[config.mk]
export PLATFORM = sky130hd
export DESIGN_NAME = wrt_reg_bank
export DESIGN_NICKNAME = d
export VERILOG_FILES = /design/src/include/wrt_pkg.sv /design/src/hdl/wrt_oc_monitor.sv /design/src/hdl/wrt_vrect_target.sv /design/src/hdl/wrt_reg_bank.sv
export SDC_FILE = /design/constraint.sdc
export NUM_CORES = 1
export LEC_CHECK = 0
export BUFFER_PORTS_ARGS = -buffer_cell sky130_fd_sc_hd__clkbuf_2
export CAP_MARGIN = 20
export CORE_ASPECT_RATIO = 1.75
export CORE_MARGIN = 10
export CORE_UTILIZATION = 58
export DETAILED_ROUTE_END_ITERATION = 8
export GPL_TIMING_DRIVEN = 0
export PLACE_DENSITY = 0.77
export RECOVER_POWER = 50
export SLEW_MARGIN = 20
export SYNTH_ARGS = -nofsm -noshare
export SYNTH_HDL_FRONTEND = slang
export SYNTH_SLANG_ARGS = --single-unit
[constraint.sdc]
create_clock -name i_clk_sys -period 12.9 [get_ports i_clk_sys]
set_clock_uncertainty 0.1 [all_clocks]
set_input_delay 0.645 -clock i_clk_sys [delete_from_list [all_inputs] [get_ports i_clk_sys]]
set_output_delay 0.645 -clock i_clk_sys [all_outputs]
set_load 0.01 [all_outputs]
[src/include/wrt_pkg.sv]
// package for the wireless receiver tuning register bank
// assumes a byte-addressed host port; wide registers occupy consecutive bytes
package wrt_pkg;
    // register byte offsets
    localparam logic [15:0] ADDR_TX_CLR_0      = 16'h0028; // clear bits 7:0
    localparam logic [15:0] ADDR_TX_CLR_1      = 16'h0029; // clear bits 15:8
    localparam logic [15:0] ADDR_TX_CLR_2      = 16'h002a; // clear bits 23:16
    localparam logic [15:0] ADDR_TX_CLR_3      = 16'h002b; // clear bits 31:24
    localparam logic [15:0] ADDR_TX_INT_0      = 16'h0030; // flag bits 7:0
    localparam logic [15:0] ADDR_TX_INT_1      = 16'h0031; // flag bits 15:8
    localparam logic [15:0] ADDR_TX_INT_2      = 16'h0032; // flag bits 23:16
    localparam logic [15:0] ADDR_TX_INT_3      = 16'h0033; // flag bits 31:24
    localparam logic [15:0] ADDR_EPT_REASON    = 16'h0034; // end-transfer reason
    localparam logic [15:0] ADDR_REQ_GP        = 16'h00bd;
    localparam logic [15:0] ADDR_QFACTOR       = 16'h00d2;
    localparam logic [15:0] ADDR_SIG_STRENGTH  = 16'h00d3;
    localparam logic [15:0] ADDR_CLAMP_SINK    = 16'h00f9;
    localparam logic [15:0] ADDR_OC_THR_LO     = 16'h010c;
    localparam logic [15:0] ADDR_OC_THR_HI     = 16'h010d;
    localparam logic [15:0] ADDR_OC_HYST       = 16'h010e;
    localparam logic [15:0] ADDR_KNEE          = 16'h0142;
    localparam logic [15:0] ADDR_CORR_COEF     = 16'h0143;
    localparam logic [15:0] ADDR_HR_MAX_LO     = 16'h0144;
    localparam logic [15:0] ADDR_HR_MAX_HI     = 16'h0145;
    localparam logic [15:0] ADDR_HR_MIN_LO     = 16'h0146;
    localparam logic [15:0] ADDR_HR_MIN_HI     = 16'h0147;
    localparam logic [15:0] ADDR_SECTION_IDX   = 16'h0149;
    localparam logic [15:0] ADDR_FINAL_ADJ     = 16'h014e;
    localparam logic [15:0] ADDR_OC_STATUS     = 16'h0150; // over-current status
    // reset values
    localparam logic [7:0]  RST_REQ_GP         = 8'h1e;
    localparam logic [7:0]  RST_QFACTOR        = 8'h53;
    localparam logic [7:0]  RST_CLAMP_SINK     = 8'h1f;
    localparam logic [7:0]  CLAMP_SINK_MAX     = 8'h1f;  // highest valid code
    localparam logic [15:0] RST_OC_THR         = 16'h0dac;
    localparam logic [7:0]  RST_OC_HYST        = 8'hc8;
    localparam logic [7:0]  RST_KNEE_BPP       = 8'h19;  // 25
    localparam logic [7:0]  RST_KNEE_EPP       = 8'h32;  // 50
    localparam logic [7:0]  RST_CORR_BPP       = 8'h0c;  // 12
    localparam logic [7:0]  RST_CORR_EPP       = 8'h04;  // 4
    localparam logic [15:0] RST_HR_MAX         = 16'h00c3; // 195
    localparam logic [15:0] RST_HR_MIN         = 16'h0000;
    localparam logic [7:0]  RST_BYTE           = 8'h00;
    localparam logic [31:0] RST_WORD           = 32'h0000_0000;
    // implemented clear and flag bit positions
    localparam logic [31:0] TX_BITS_MASK       = 32'h0007_e1ff;
    localparam int          TX_BITS            = 32;
    // end-power-transfer reason code sent on over-current
    localparam logic [7:0]  EPT_REASON_OC      = 8'h04;
    // sink current scale in mA per code step
    localparam int          CLAMP_SINK_MA_STEP = 7;
    // clamp overvoltage modes
    typedef enum logic [1:0] {
        WRT_CLAMP_OFF = 2'b00, // clamp idle
        WRT_CLAMP_CV  = 2'b01, // constant-voltage clamp
        WRT_CLAMP_CC  = 2'b10  // constant-current clamp
    } wrt_clamp_mode_e;
endpackage : wrt_pkg

[src/hdl/wrt_oc_monitor.sv]
// over-current comparator stage for the tuning register bank
// assumes one current sample per valid pulse, on the system clock
module wrt_oc_monitor
    import wrt_pkg::*;
#(
    parameter int CUR_W = 16                // current sample width
) (
    input  wire logic             i_clk_sys,     // system clock
    input  wire logic             i_rst_b,       // synchronous reset, low
    input  wire logic             i_cur_valid,   // new sample strobe
    input  wire logic [CUR_W-1:0] i_cur_sample,  // measured output current
    input  wire logic [15:0]      i_threshold,   // over-current threshold
    input  wire logic [7:0]       i_hysteresis,  // extra margin for shutdown
    output logic                  o_fault_pulse, // one-cycle fault pulse
    output logic                  o_ept_pulse    // one-cycle end-transfer pulse
);
    logic [16:0] upper_limit; // threshold plus hysteresis, no wrap

    // widen before adding so the upper limit never wraps
    assign upper_limit = {1'b0, i_threshold} + {9'h000, i_hysteresis};

    // compare only on fresh samples
    always_ff @(posedge i_clk_sys) begin
        if (!i_rst_b) begin
            o_fault_pulse <= 1'b0;
            o_ept_pulse   <= 1'b0;
        end else begin
            o_fault_pulse <= i_cur_valid && (17'(i_cur_sample) > {1'b0, i_threshold});
            o_ept_pulse   <= i_cur_valid && (17'(i_cur_sample) > upper_limit);
        end
    end
endmodule : wrt_oc_monitor

[src/hdl/wrt_vrect_target.sv]
// rectifier target calculation: base plus headroom, bounded, then adjusted
// assumes the inputs are stable registers on the system clock
module wrt_vrect_target
    import wrt_pkg::*;
(
    input  wire logic        i_clk_sys,    // system clock
    input  wire logic        i_rst_b,      // synchronous reset, low
    input  wire logic [15:0] i_vout_code,  // output voltage in adc codes
    input  wire logic [15:0] i_out_power,  // output power, 0.1 w units
    input  wire logic [7:0]  i_knee,       // power knee threshold
    input  wire logic [7:0]  i_coef,       // correction coefficient
    input  wire logic [15:0] i_hr_max,     // headroom upper bound
    input  wire logic [15:0] i_hr_min,     // headroom lower bound
    input  wire logic [7:0]  i_adjust,     // signed final adjustment
    output logic [15:0]      o_target      // rectifier target in adc codes
);
    logic [15:0] raw_hr;     // headroom before bounding
    logic [15:0] bound_hr;   // headroom after bounding
    logic [17:0] sum_full;   // signed sum with guard bits

    // headroom shrinks to the minimum above the knee
    always_comb begin
        if (i_out_power > {8'h00, i_knee}) begin
            raw_hr = i_hr_min;
        end else begin
            raw_hr = 16'(({8'h00, i_coef} * 16'(i_knee)) - 16'(i_out_power));
        end
        if (raw_hr > i_hr_max) begin
            bound_hr = i_hr_max;
        end else if (raw_hr < i_hr_min) begin
            bound_hr = i_hr_min;
        end else begin
            bound_hr = raw_hr;
        end
        sum_full = {2'b00, i_vout_code} + {2'b00, bound_hr}
                 + {{10{i_adjust[7]}}, i_adjust};
    end

    // saturate to the 16-bit range
    always_ff @(posedge i_clk_sys) begin
        if (!i_rst_b) begin
            o_target <= 16'h0000;
        end else if (sum_full[17]) begin
            o_target <= 16'h0000;
        end else if (sum_full[16]) begin
            o_target <= 16'hffff;
        end else begin
            o_target <= sum_full[15:0];
        end
    end
endmodule : wrt_vrect_target

[src/hdl/wrt_reg_bank.sv]
// host register bank for receiver tuning and transmit interrupt clearing
// assumes a byte-wide host port on the system clock; firmware-side status
// values and events arrive as same-clock inputs
//
// Summary of operation
// - guaranteed power request, half watt units
// - quality factor reported during negotiation
// - sink current used only in cc overvoltage
// - sink current 7 mA/step, max 0x1f
// - current above threshold raises fault
// - above threshold plus margin ends transfer
// - knee threshold selects minimal window
// - correction coefficient in target calculation
// - headroom limited by maximum
// - headroom limited by minimum
// - read-only detection section index
// - signed final adjustment past bounds
// - host writes one, bit self-clears
// - clear bits 18:13, 8:0; others reserved
// - upper clear bit event mapping
// - lower clear bit event mapping
// - read-only signal strength value
// - flag register mirrors clear bit layout
// - bit 0 error, reason register
//
// Design decision made here: the strobed register port.
module wrt_reg_bank
    import wrt_pkg::*;
#(
    parameter int CUR_W = 16                        // current sample width
) (
    input  wire logic             i_clk_sys,        // system clock, 50 MHz
    input  wire logic             i_rst_b,          // synchronous reset, low
    // host register port
    input  wire logic [15:0]      i_addr,           // byte address
    input  wire logic [7:0]       i_wdata,          // write data
    input  wire logic             i_wr,             // write strobe
    input  wire logic             i_rd,             // read strobe
    output logic [7:0]            o_rdata,          // read data, next cycle
    // profile strap, same clock
    input  wire logic             i_profile_epp,    // 1 = extended profile
    // firmware-side status values
    input  wire logic [7:0]       i_sig_strength,   // measured signal strength
    input  wire logic [7:0]       i_section_idx,    // last section index used
    input  wire logic             i_section_valid,  // section index update
    input  wire logic [7:0]       i_final_adjust,   // signed final adjustment
    input  wire logic             i_adjust_valid,   // adjustment update
    input  wire logic [TX_BITS-1:0] i_tx_events,    // transmit event pulses
    // clamp status
    input  wire logic [1:0]       i_clamp_mode,     // clamp overvoltage mode
    input  wire logic             i_overvoltage,    // overvoltage present
    // current measurement
    input  wire logic             i_cur_valid,      // new current sample
    input  wire logic [CUR_W-1:0] i_cur_sample,     // measured current
    // target calculation inputs
    input  wire logic [15:0]      i_vout_code,      // output voltage code
    input  wire logic [15:0]      i_out_power,      // output power, 0.1 w
    // outputs toward the firmware and link
    output logic [7:0]            o_req_gp,         // requested power, 0.5 w
    output logic [7:0]            o_qfactor,        // reported quality factor
    output logic [7:0]            o_clamp_sink,     // applied sink current code
    output logic                  o_clamp_sink_en,  // sink current active
    output logic                  o_oc_fault,       // fault interrupt pulse
    output logic                  o_ept_send,       // end-transfer request pulse
    output logic [7:0]            o_ept_reason,     // end-transfer reason
    output logic [TX_BITS-1:0]    o_tx_int,         // transmit interrupt flags
    output logic [15:0]           o_vrect_target    // rectifier target
);
    // writable settings
    logic [7:0]          req_gp_q;        // requested guaranteed power
    logic [7:0]          qfactor_q;       // quality factor
    logic [7:0]          clamp_sink_q;    // sink current code
    logic [15:0]         oc_thr_q;        // over-current threshold
    logic [7:0]          oc_hyst_q;       // over-current margin
    logic [7:0]          knee_q;          // power knee
    logic [7:0]          corr_q;          // correction coefficient
    logic [15:0]         hr_max_q;        // headroom maximum
    logic [15:0]         hr_min_q;        // headroom minimum
    // status captured from the firmware side
    logic [7:0]          section_q;       // detection section index
    logic [7:0]          adjust_q;        // final adjustment
    logic [7:0]          sig_q;           // signal strength
    logic [TX_BITS-1:0]  tx_clr_q;        // clear register
    logic [TX_BITS-1:0]  tx_int_q;        // interrupt flags
    logic [7:0]          ept_reason_q;    // last end-transfer reason
    logic [1:0]          oc_sticky_q;     // {ept seen, fault seen}
    logic                init_q;          // defaults loaded after reset
    logic [7:0]          rdata_q;         // read data register
    // comparator pulses
    logic                fault_pulse;     // above threshold
    logic                ept_pulse;       // above threshold plus margin
    logic [7:0]          rd_mux;          // combinational read value

    // write hit decoder shared by the settings write processes; clear bits decode their own writes
    function automatic logic wr_hit(input logic [15:0] a);
        wr_hit = i_wr && (i_addr == a);
    endfunction : wr_hit

    // byte lane select from a 32-bit word
    function automatic logic [7:0] lane(input logic [31:0] w, input logic [1:0] s);
        lane = w[8*s +: 8];
    endfunction : lane

    // first cycle after reset release loads profile defaults
    always_ff @(posedge i_clk_sys) begin
        if (!i_rst_b) begin
            init_q <= 1'b1;
        end else begin
            init_q <= 1'b0;
        end
    end

    // profile-independent settings
    always_ff @(posedge i_clk_sys) begin
        if (!i_rst_b) begin
            req_gp_q   <= RST_REQ_GP;
            qfactor_q  <= RST_QFACTOR;
            clamp_sink_q <= RST_CLAMP_SINK;
            oc_thr_q   <= RST_OC_THR;
            oc_hyst_q  <= RST_OC_HYST;
            hr_max_q   <= RST_HR_MAX;
            hr_min_q   <= RST_HR_MIN;
        end else begin
            if (wr_hit(ADDR_REQ_GP)) begin
                req_gp_q <= i_wdata;
            end
            if (wr_hit(ADDR_QFACTOR)) begin
                qfactor_q <= i_wdata;
            end
            if (wr_hit(ADDR_CLAMP_SINK)) begin
                clamp_sink_q <= (i_wdata > CLAMP_SINK_MAX) ? CLAMP_SINK_MAX : i_wdata;
            end
            if (wr_hit(ADDR_OC_THR_LO)) begin
                oc_thr_q[7:0] <= i_wdata;
            end
            if (wr_hit(ADDR_OC_THR_HI)) begin
                oc_thr_q[15:8] <= i_wdata;
            end
            if (wr_hit(ADDR_OC_HYST)) begin
                oc_hyst_q <= i_wdata;
            end
            if (wr_hit(ADDR_HR_MAX_LO)) begin
                hr_max_q[7:0] <= i_wdata;
            end
            if (wr_hit(ADDR_HR_MAX_HI)) begin
                hr_max_q[15:8] <= i_wdata;
            end
            if (wr_hit(ADDR_HR_MIN_LO)) begin
                hr_min_q[7:0] <= i_wdata;
            end
            if (wr_hit(ADDR_HR_MIN_HI)) begin
                hr_min_q[15:8] <= i_wdata;
            end
        end
    end

    // profile-dependent settings, strap sampled just after reset release
    always_ff @(posedge i_clk_sys) begin
        if (!i_rst_b) begin
            knee_q <= RST_KNEE_BPP;
            corr_q <= RST_CORR_BPP;
        end else if (init_q) begin
            knee_q <= i_profile_epp ? RST_KNEE_EPP : RST_KNEE_BPP;
            corr_q <= i_profile_epp ? RST_CORR_EPP : RST_CORR_BPP;
        end else begin
            if (wr_hit(ADDR_KNEE)) begin
                knee_q <= i_wdata;
            end
            if (wr_hit(ADDR_CORR_COEF)) begin
                corr_q <= i_wdata;
            end
        end
    end

    // read-only status captured from firmware
    always_ff @(posedge i_clk_sys) begin
        if (!i_rst_b) begin
            section_q <= RST_BYTE;
            adjust_q  <= RST_BYTE;
            sig_q     <= RST_BYTE;
        end else begin
            if (i_section_valid) begin
                section_q <= i_section_idx;
            end
            if (i_adjust_valid) begin
                adjust_q <= i_final_adjust;
            end
            sig_q <= i_sig_strength;
        end
    end

    // clear register and interrupt flags, one bit slice per position
    genvar gi;
    generate
        for (gi = 0; gi < TX_BITS; gi++) begin : g_tx
            if (TX_BITS_MASK[gi]) begin : g_impl
                // host write of one to this bit
                logic clr_wr;
                assign clr_wr = i_wr && (i_addr[15:2] == ADDR_TX_CLR_0[15:2])
                             && (i_addr[1:0] == 2'(gi / 8)) && i_wdata[gi % 8];
                always_ff @(posedge i_clk_sys) begin
                    if (!i_rst_b) begin
                        tx_clr_q[gi] <= 1'b0;
                        tx_int_q[gi] <= 1'b0;
                    end else begin
                        tx_clr_q[gi] <= clr_wr;
                        if (i_tx_events[gi]) begin
                            tx_int_q[gi] <= 1'b1;
                        end else if (tx_clr_q[gi]) begin
                            tx_int_q[gi] <= 1'b0;
                        end
                    end
                end
            end else begin : g_rsvd
                assign tx_clr_q[gi] = 1'b0;
                assign tx_int_q[gi] = 1'b0;
            end
        end
    endgenerate

    // over-current comparator
    wrt_oc_monitor #(
        .CUR_W (CUR_W)
    ) u_oc (
        .i_clk_sys     (i_clk_sys),
        .i_rst_b       (i_rst_b),
        .i_cur_valid   (i_cur_valid),
        .i_cur_sample  (i_cur_sample),
        .i_threshold   (oc_thr_q),
        .i_hysteresis  (oc_hyst_q),
        .o_fault_pulse (fault_pulse),
        .o_ept_pulse   (ept_pulse)
    );

    // sticky over-current status and end-transfer reason
    always_ff @(posedge i_clk_sys) begin
        if (!i_rst_b) begin
            oc_sticky_q  <= 2'b00;
            ept_reason_q <= RST_BYTE;
        end else begin
            // event wins over a read-clear in the same cycle
            oc_sticky_q <= {ept_pulse, fault_pulse}
                         | ((i_rd && (i_addr == ADDR_OC_STATUS)) ? 2'b00 : oc_sticky_q);
            if (ept_pulse) begin
                ept_reason_q <= EPT_REASON_OC;
            end
        end
    end

    // target calculation
    wrt_vrect_target u_vt (
        .i_clk_sys   (i_clk_sys),
        .i_rst_b     (i_rst_b),
        .i_vout_code (i_vout_code),
        .i_out_power (i_out_power),
        .i_knee      (knee_q),
        .i_coef      (corr_q),
        .i_hr_max    (hr_max_q),
        .i_hr_min    (hr_min_q),
        .i_adjust    (adjust_q),
        .o_target    (o_vrect_target)
    );

    // read multiplexer
    always_comb begin
        case (i_addr)
            ADDR_TX_CLR_0, ADDR_TX_CLR_1,
            ADDR_TX_CLR_2, ADDR_TX_CLR_3:  rd_mux = lane(tx_clr_q, i_addr[1:0]);
            ADDR_TX_INT_0, ADDR_TX_INT_1,
            ADDR_TX_INT_2, ADDR_TX_INT_3:  rd_mux = lane(tx_int_q, i_addr[1:0]);
            ADDR_EPT_REASON:   rd_mux = ept_reason_q;
            ADDR_REQ_GP:       rd_mux = req_gp_q;
            ADDR_QFACTOR:      rd_mux = qfactor_q;
            ADDR_SIG_STRENGTH: rd_mux = sig_q;
            ADDR_CLAMP_SINK:   rd_mux = clamp_sink_q;
            ADDR_OC_THR_LO:    rd_mux = oc_thr_q[7:0];
            ADDR_OC_THR_HI:    rd_mux = oc_thr_q[15:8];
            ADDR_OC_HYST:      rd_mux = oc_hyst_q;
            ADDR_KNEE:         rd_mux = knee_q;
            ADDR_CORR_COEF:    rd_mux = corr_q;
            ADDR_HR_MAX_LO:    rd_mux = hr_max_q[7:0];
            ADDR_HR_MAX_HI:    rd_mux = hr_max_q[15:8];
            ADDR_HR_MIN_LO:    rd_mux = hr_min_q[7:0];
            ADDR_HR_MIN_HI:    rd_mux = hr_min_q[15:8];
            ADDR_SECTION_IDX:  rd_mux = section_q;
            ADDR_FINAL_ADJ:    rd_mux = adjust_q;
            ADDR_OC_STATUS:    rd_mux = {6'h00, oc_sticky_q};
            // unmapped addresses read zero
            default:           rd_mux = RST_BYTE;
        endcase
    end

    // read data register, valid the cycle after the strobe only
    always_ff @(posedge i_clk_sys) begin
        if (!i_rst_b) begin
            rdata_q <= RST_BYTE;
        end else if (i_rd) begin
            rdata_q <= rd_mux;
        end else begin
            rdata_q <= RST_BYTE;
        end
    end

    // sink current only in cc overvoltage
    always_ff @(posedge i_clk_sys) begin
        if (!i_rst_b) begin
            o_clamp_sink_en <= 1'b0;
            o_clamp_sink    <= RST_BYTE;
        end else begin
            o_clamp_sink_en <= (i_clamp_mode == WRT_CLAMP_CC) && i_overvoltage;
            o_clamp_sink    <= ((i_clamp_mode == WRT_CLAMP_CC) && i_overvoltage)
                             ? clamp_sink_q : RST_BYTE;
        end
    end

    // output wiring
    assign o_rdata      = rdata_q;
    assign o_req_gp     = req_gp_q;
    assign o_qfactor    = qfactor_q;
    assign o_oc_fault   = fault_pulse;
    assign o_ept_send   = ept_pulse;
    assign o_ept_reason = ept_reason_q;
    assign o_tx_int     = tx_int_q;
endmodule : wrt_reg_bank

==> results_dict.tcl <==
set metrics [dict create \
    status "completed" \
    synth.ff_latch_count 189 \
    post-cts-setup-buffers 0 \
    dr.max_layer_used "met4" \
    slowest_stage "a221oi_1" \
    syn_inst 1748 \
    yosysTopAreaCell "dfxtp_1" \
    hp-class "in2reg" \
    cts_tree "yes" \
    crit_path_frequent_cell "a21oi_1" \
    gr-usage-all-layers_pct 32.5 \
    grt_max_degree 18 \
    fin_setup_tns_ns 0 \
    critPathLaunchType "flop" \
    initial_core_util_pct 58.8 \
    setup_viol 0 \
    grt-ovfl-total 0 \
    wl_met1_mm 17.2 \
    grt_pass1_vias 14500 \
    vias 13900 \
    max_slew_margin_pct 30.5 \
    p_per_area_nw_per_um2 89.3 \
    route.detailed.drc 0 \
    drt_iter0_markers 1065 \
    wl_met3_mm 3.12 \
    place_ws_ns 1.10 \
    yosysMostFrequentCell "nand2_1" \
    port_buffers 186 \
    place_congestion 1.03 \
    cp-end-kind "flop" \
    cts-resized-gates 0 \
    area_delta_synth_final_pct 13.3 \
    multiInputGateArea_um2 9570 \
    leakage_nw 7.54 \
    cts_root_buf "clkbuf_16" \
    hold_viol 0 \
    ys.flop_type "dfxtp_1" \
    syn_avg_cell_area_um2 8.26 \
    met2_length_mm 27.4 \
    yosysSeqAreaShare_pct 26.2 \
    htree_levels 4 \
    async_flop_share_pct 0 \
    die_w_um 139 \
    wl_per_cell_um 23.0 \
    detail-route-antenna-nets 0 \
    dp.final_hpwl_mm 42.8 \
    setup_slack_ns 0.925 \
    synth-edff-count 0 \
    num_rows 76 \
    die_area_um2 31800 \
    cp.arrival_ns 12.28 \
    antennaDiodeCount 0 \
    clk_latency_ns 0.46 \
    die_h_um 229 \
    final-seq-area_um2 3780 \
    ys_top_cells_by_area "dfxtp_1 26%, ha_1 13%, fa_1 7.2%" \
    cp_slowest_stage_delay_ns 0.66 \
    clock-sinks 189 \
    cts_buffer_depth 2 \
    drive_gt1_share_pct 11.7 \
    drt_first_pass_iters 6 \
    worstSetupPathType "reg2reg" \
    synth_top_area_share_pct 26.2 \
    yosys.cell_types.count 76 \
    crit_fanout 10 \
    max-cap-violations 0 \
    via_per_inst 6.03 \
    postCtsHoldBufs 0 \
    antenna_found_initial 0 \
    final_nets 2322 \
    final_max_slew_viol_count 0 \
    synth_area_um2 14400 \
    rsz0062_at_grt "no" \
    synthTopCellsByCount "190 x nand2_1, 189 x dfxtp_1, 170 x inv_1" \
    finalCritPeriodShare_pct 92.8 \
    grt_pass1_wl_mm 80.8 \
    drt-total-wl_mm 52.8 \
    fillerInstances 2200 \
    numCtsBuffers 17 \
    crit_required_ns 13.20 \
    yosys_warnings 0 \
    min_period_ns 11.98 \
    fmax_mhz 83.5 \
    clk_pin_slew_ns 0.07 \
    io-pin-count 230 \
    fin_total_pwr_w 0.00146 \
    placed_area_um2 15800 \
    stdcell_area_um2 16300 \
    peakVddDrop_mv 0.0832 \
    core_um2 24500 \
    hold_slack_ns 0.285 \
    worst_pin_slew_ns 1.04 \
]
## stage by stage
stage	cells	utilization (%)
CTS	2301	67.0
detailed placement	2269	64.6
global route	2301	66.6
global placement	2269	64.6
finish	2301	66.6
floorplan	1771	-
## critical path: cells and delay by family (launching register included)
family	cells	cell delay [ns]
AO/OA/AOI/OAI	20	4.41
adder cells (fa/ha/maj)	8	3.37
AND/OR/NAND/NOR	10	1.93
buffers and inverters	8	1.52
flip-flops	1	0.39
XOR/XNOR	1	0.17
## sequential cells by signal, indices dropped and copies added (netlist names), 8 cells and up
signal / count
adjust_q: 8
clamp_sink_q: 8
corr_q: 8
hr_max_q: 16
hr_min_q: 16
knee_q: 8
o_clamp_sink: 8
o_qfactor: 8
o_rdata: 8
o_req_gp: 8
o_tx_int: 15
oc_hyst_q: 8
oc_thr_q: 16
section_q: 8
sig_q: 8
tx_clr_q: 15
u_vt.o_target: 16
## cell type report
type                       count  area share, %
clock inverter                12          0.918
buffer                       104           3.15
timing repair buffer         186           5.17
tap                          312           2.39
clock buffer                  20           2.79
multi-input combinational   1307           58.5
inverter                     171           3.93
sequential                   189           23.1
## report_power, final
group          internal (W)  switching (W)
combinational      0.000117       0.000175
clock              0.000302       0.000253
sequential         0.000601      0.0000121
total               0.00102       0.000440
## placed cells by master, fill, tap and decap left out, types with 10 or more instances in the layout
cell and count:
nand2b_1 10, a22o_1 11, buf_4 25, a21oi_2 13, o21a_1 17, xor2_1 14, inv_1 170, nand2_1 190
nor2b_1 14, xnor2_1 41, nand3_1 59, nand4_1 22, or3_1 10, mux2i_1 55, nor4_1 14, clkbuf_2 117
buf_2 13, nor3_1 34, clkbuf_1 131, a31oi_1 18, a21oi_1 109, fa_1 52, dfxtp_1 189, nor2_1 139
clkbuf_16 17, a221oi_1 24, and3_1 24, o21ai_0 58, o211ai_1 18, and2_1 53, a21o_1 24, and2_0 11
ha_1 155, conb_1 24
## per-layer routing
layer,global-route usage [%],vias up
met2,58.8,621
met3,6.45,244
li1,-,6457
met1,30.4,6564
met5,0,-
met4,27.3,0
## logic make-up after synthesis
family	share of synthesized area [%]
other	0.0260
AO/OA/AOI/OAI	16.2
flip-flops	26.2
multiplexers	4.83
AND/OR/NAND/NOR	20.7
buffers and inverters	8.02
adder cells (fa/ha/maj)	20.7
XOR/XNOR	3.34
## final timing paths
check | from | to | slack, ns | cells past startpoint
worst max-delay path | knee_q[0] | u_vt.o_target[14] | 0.92 | 47
worst min-delay path | i_sig_strength[2] | sig_q[2] | 0.28 | 2
worst max register to register | knee_q[0] | u_vt.o_target[14] | 0.92 | 47
worst min register to register | o_qfactor[5] | o_qfactor[5] | 0.38 | 2
Power figures use the tool's default switching activity.
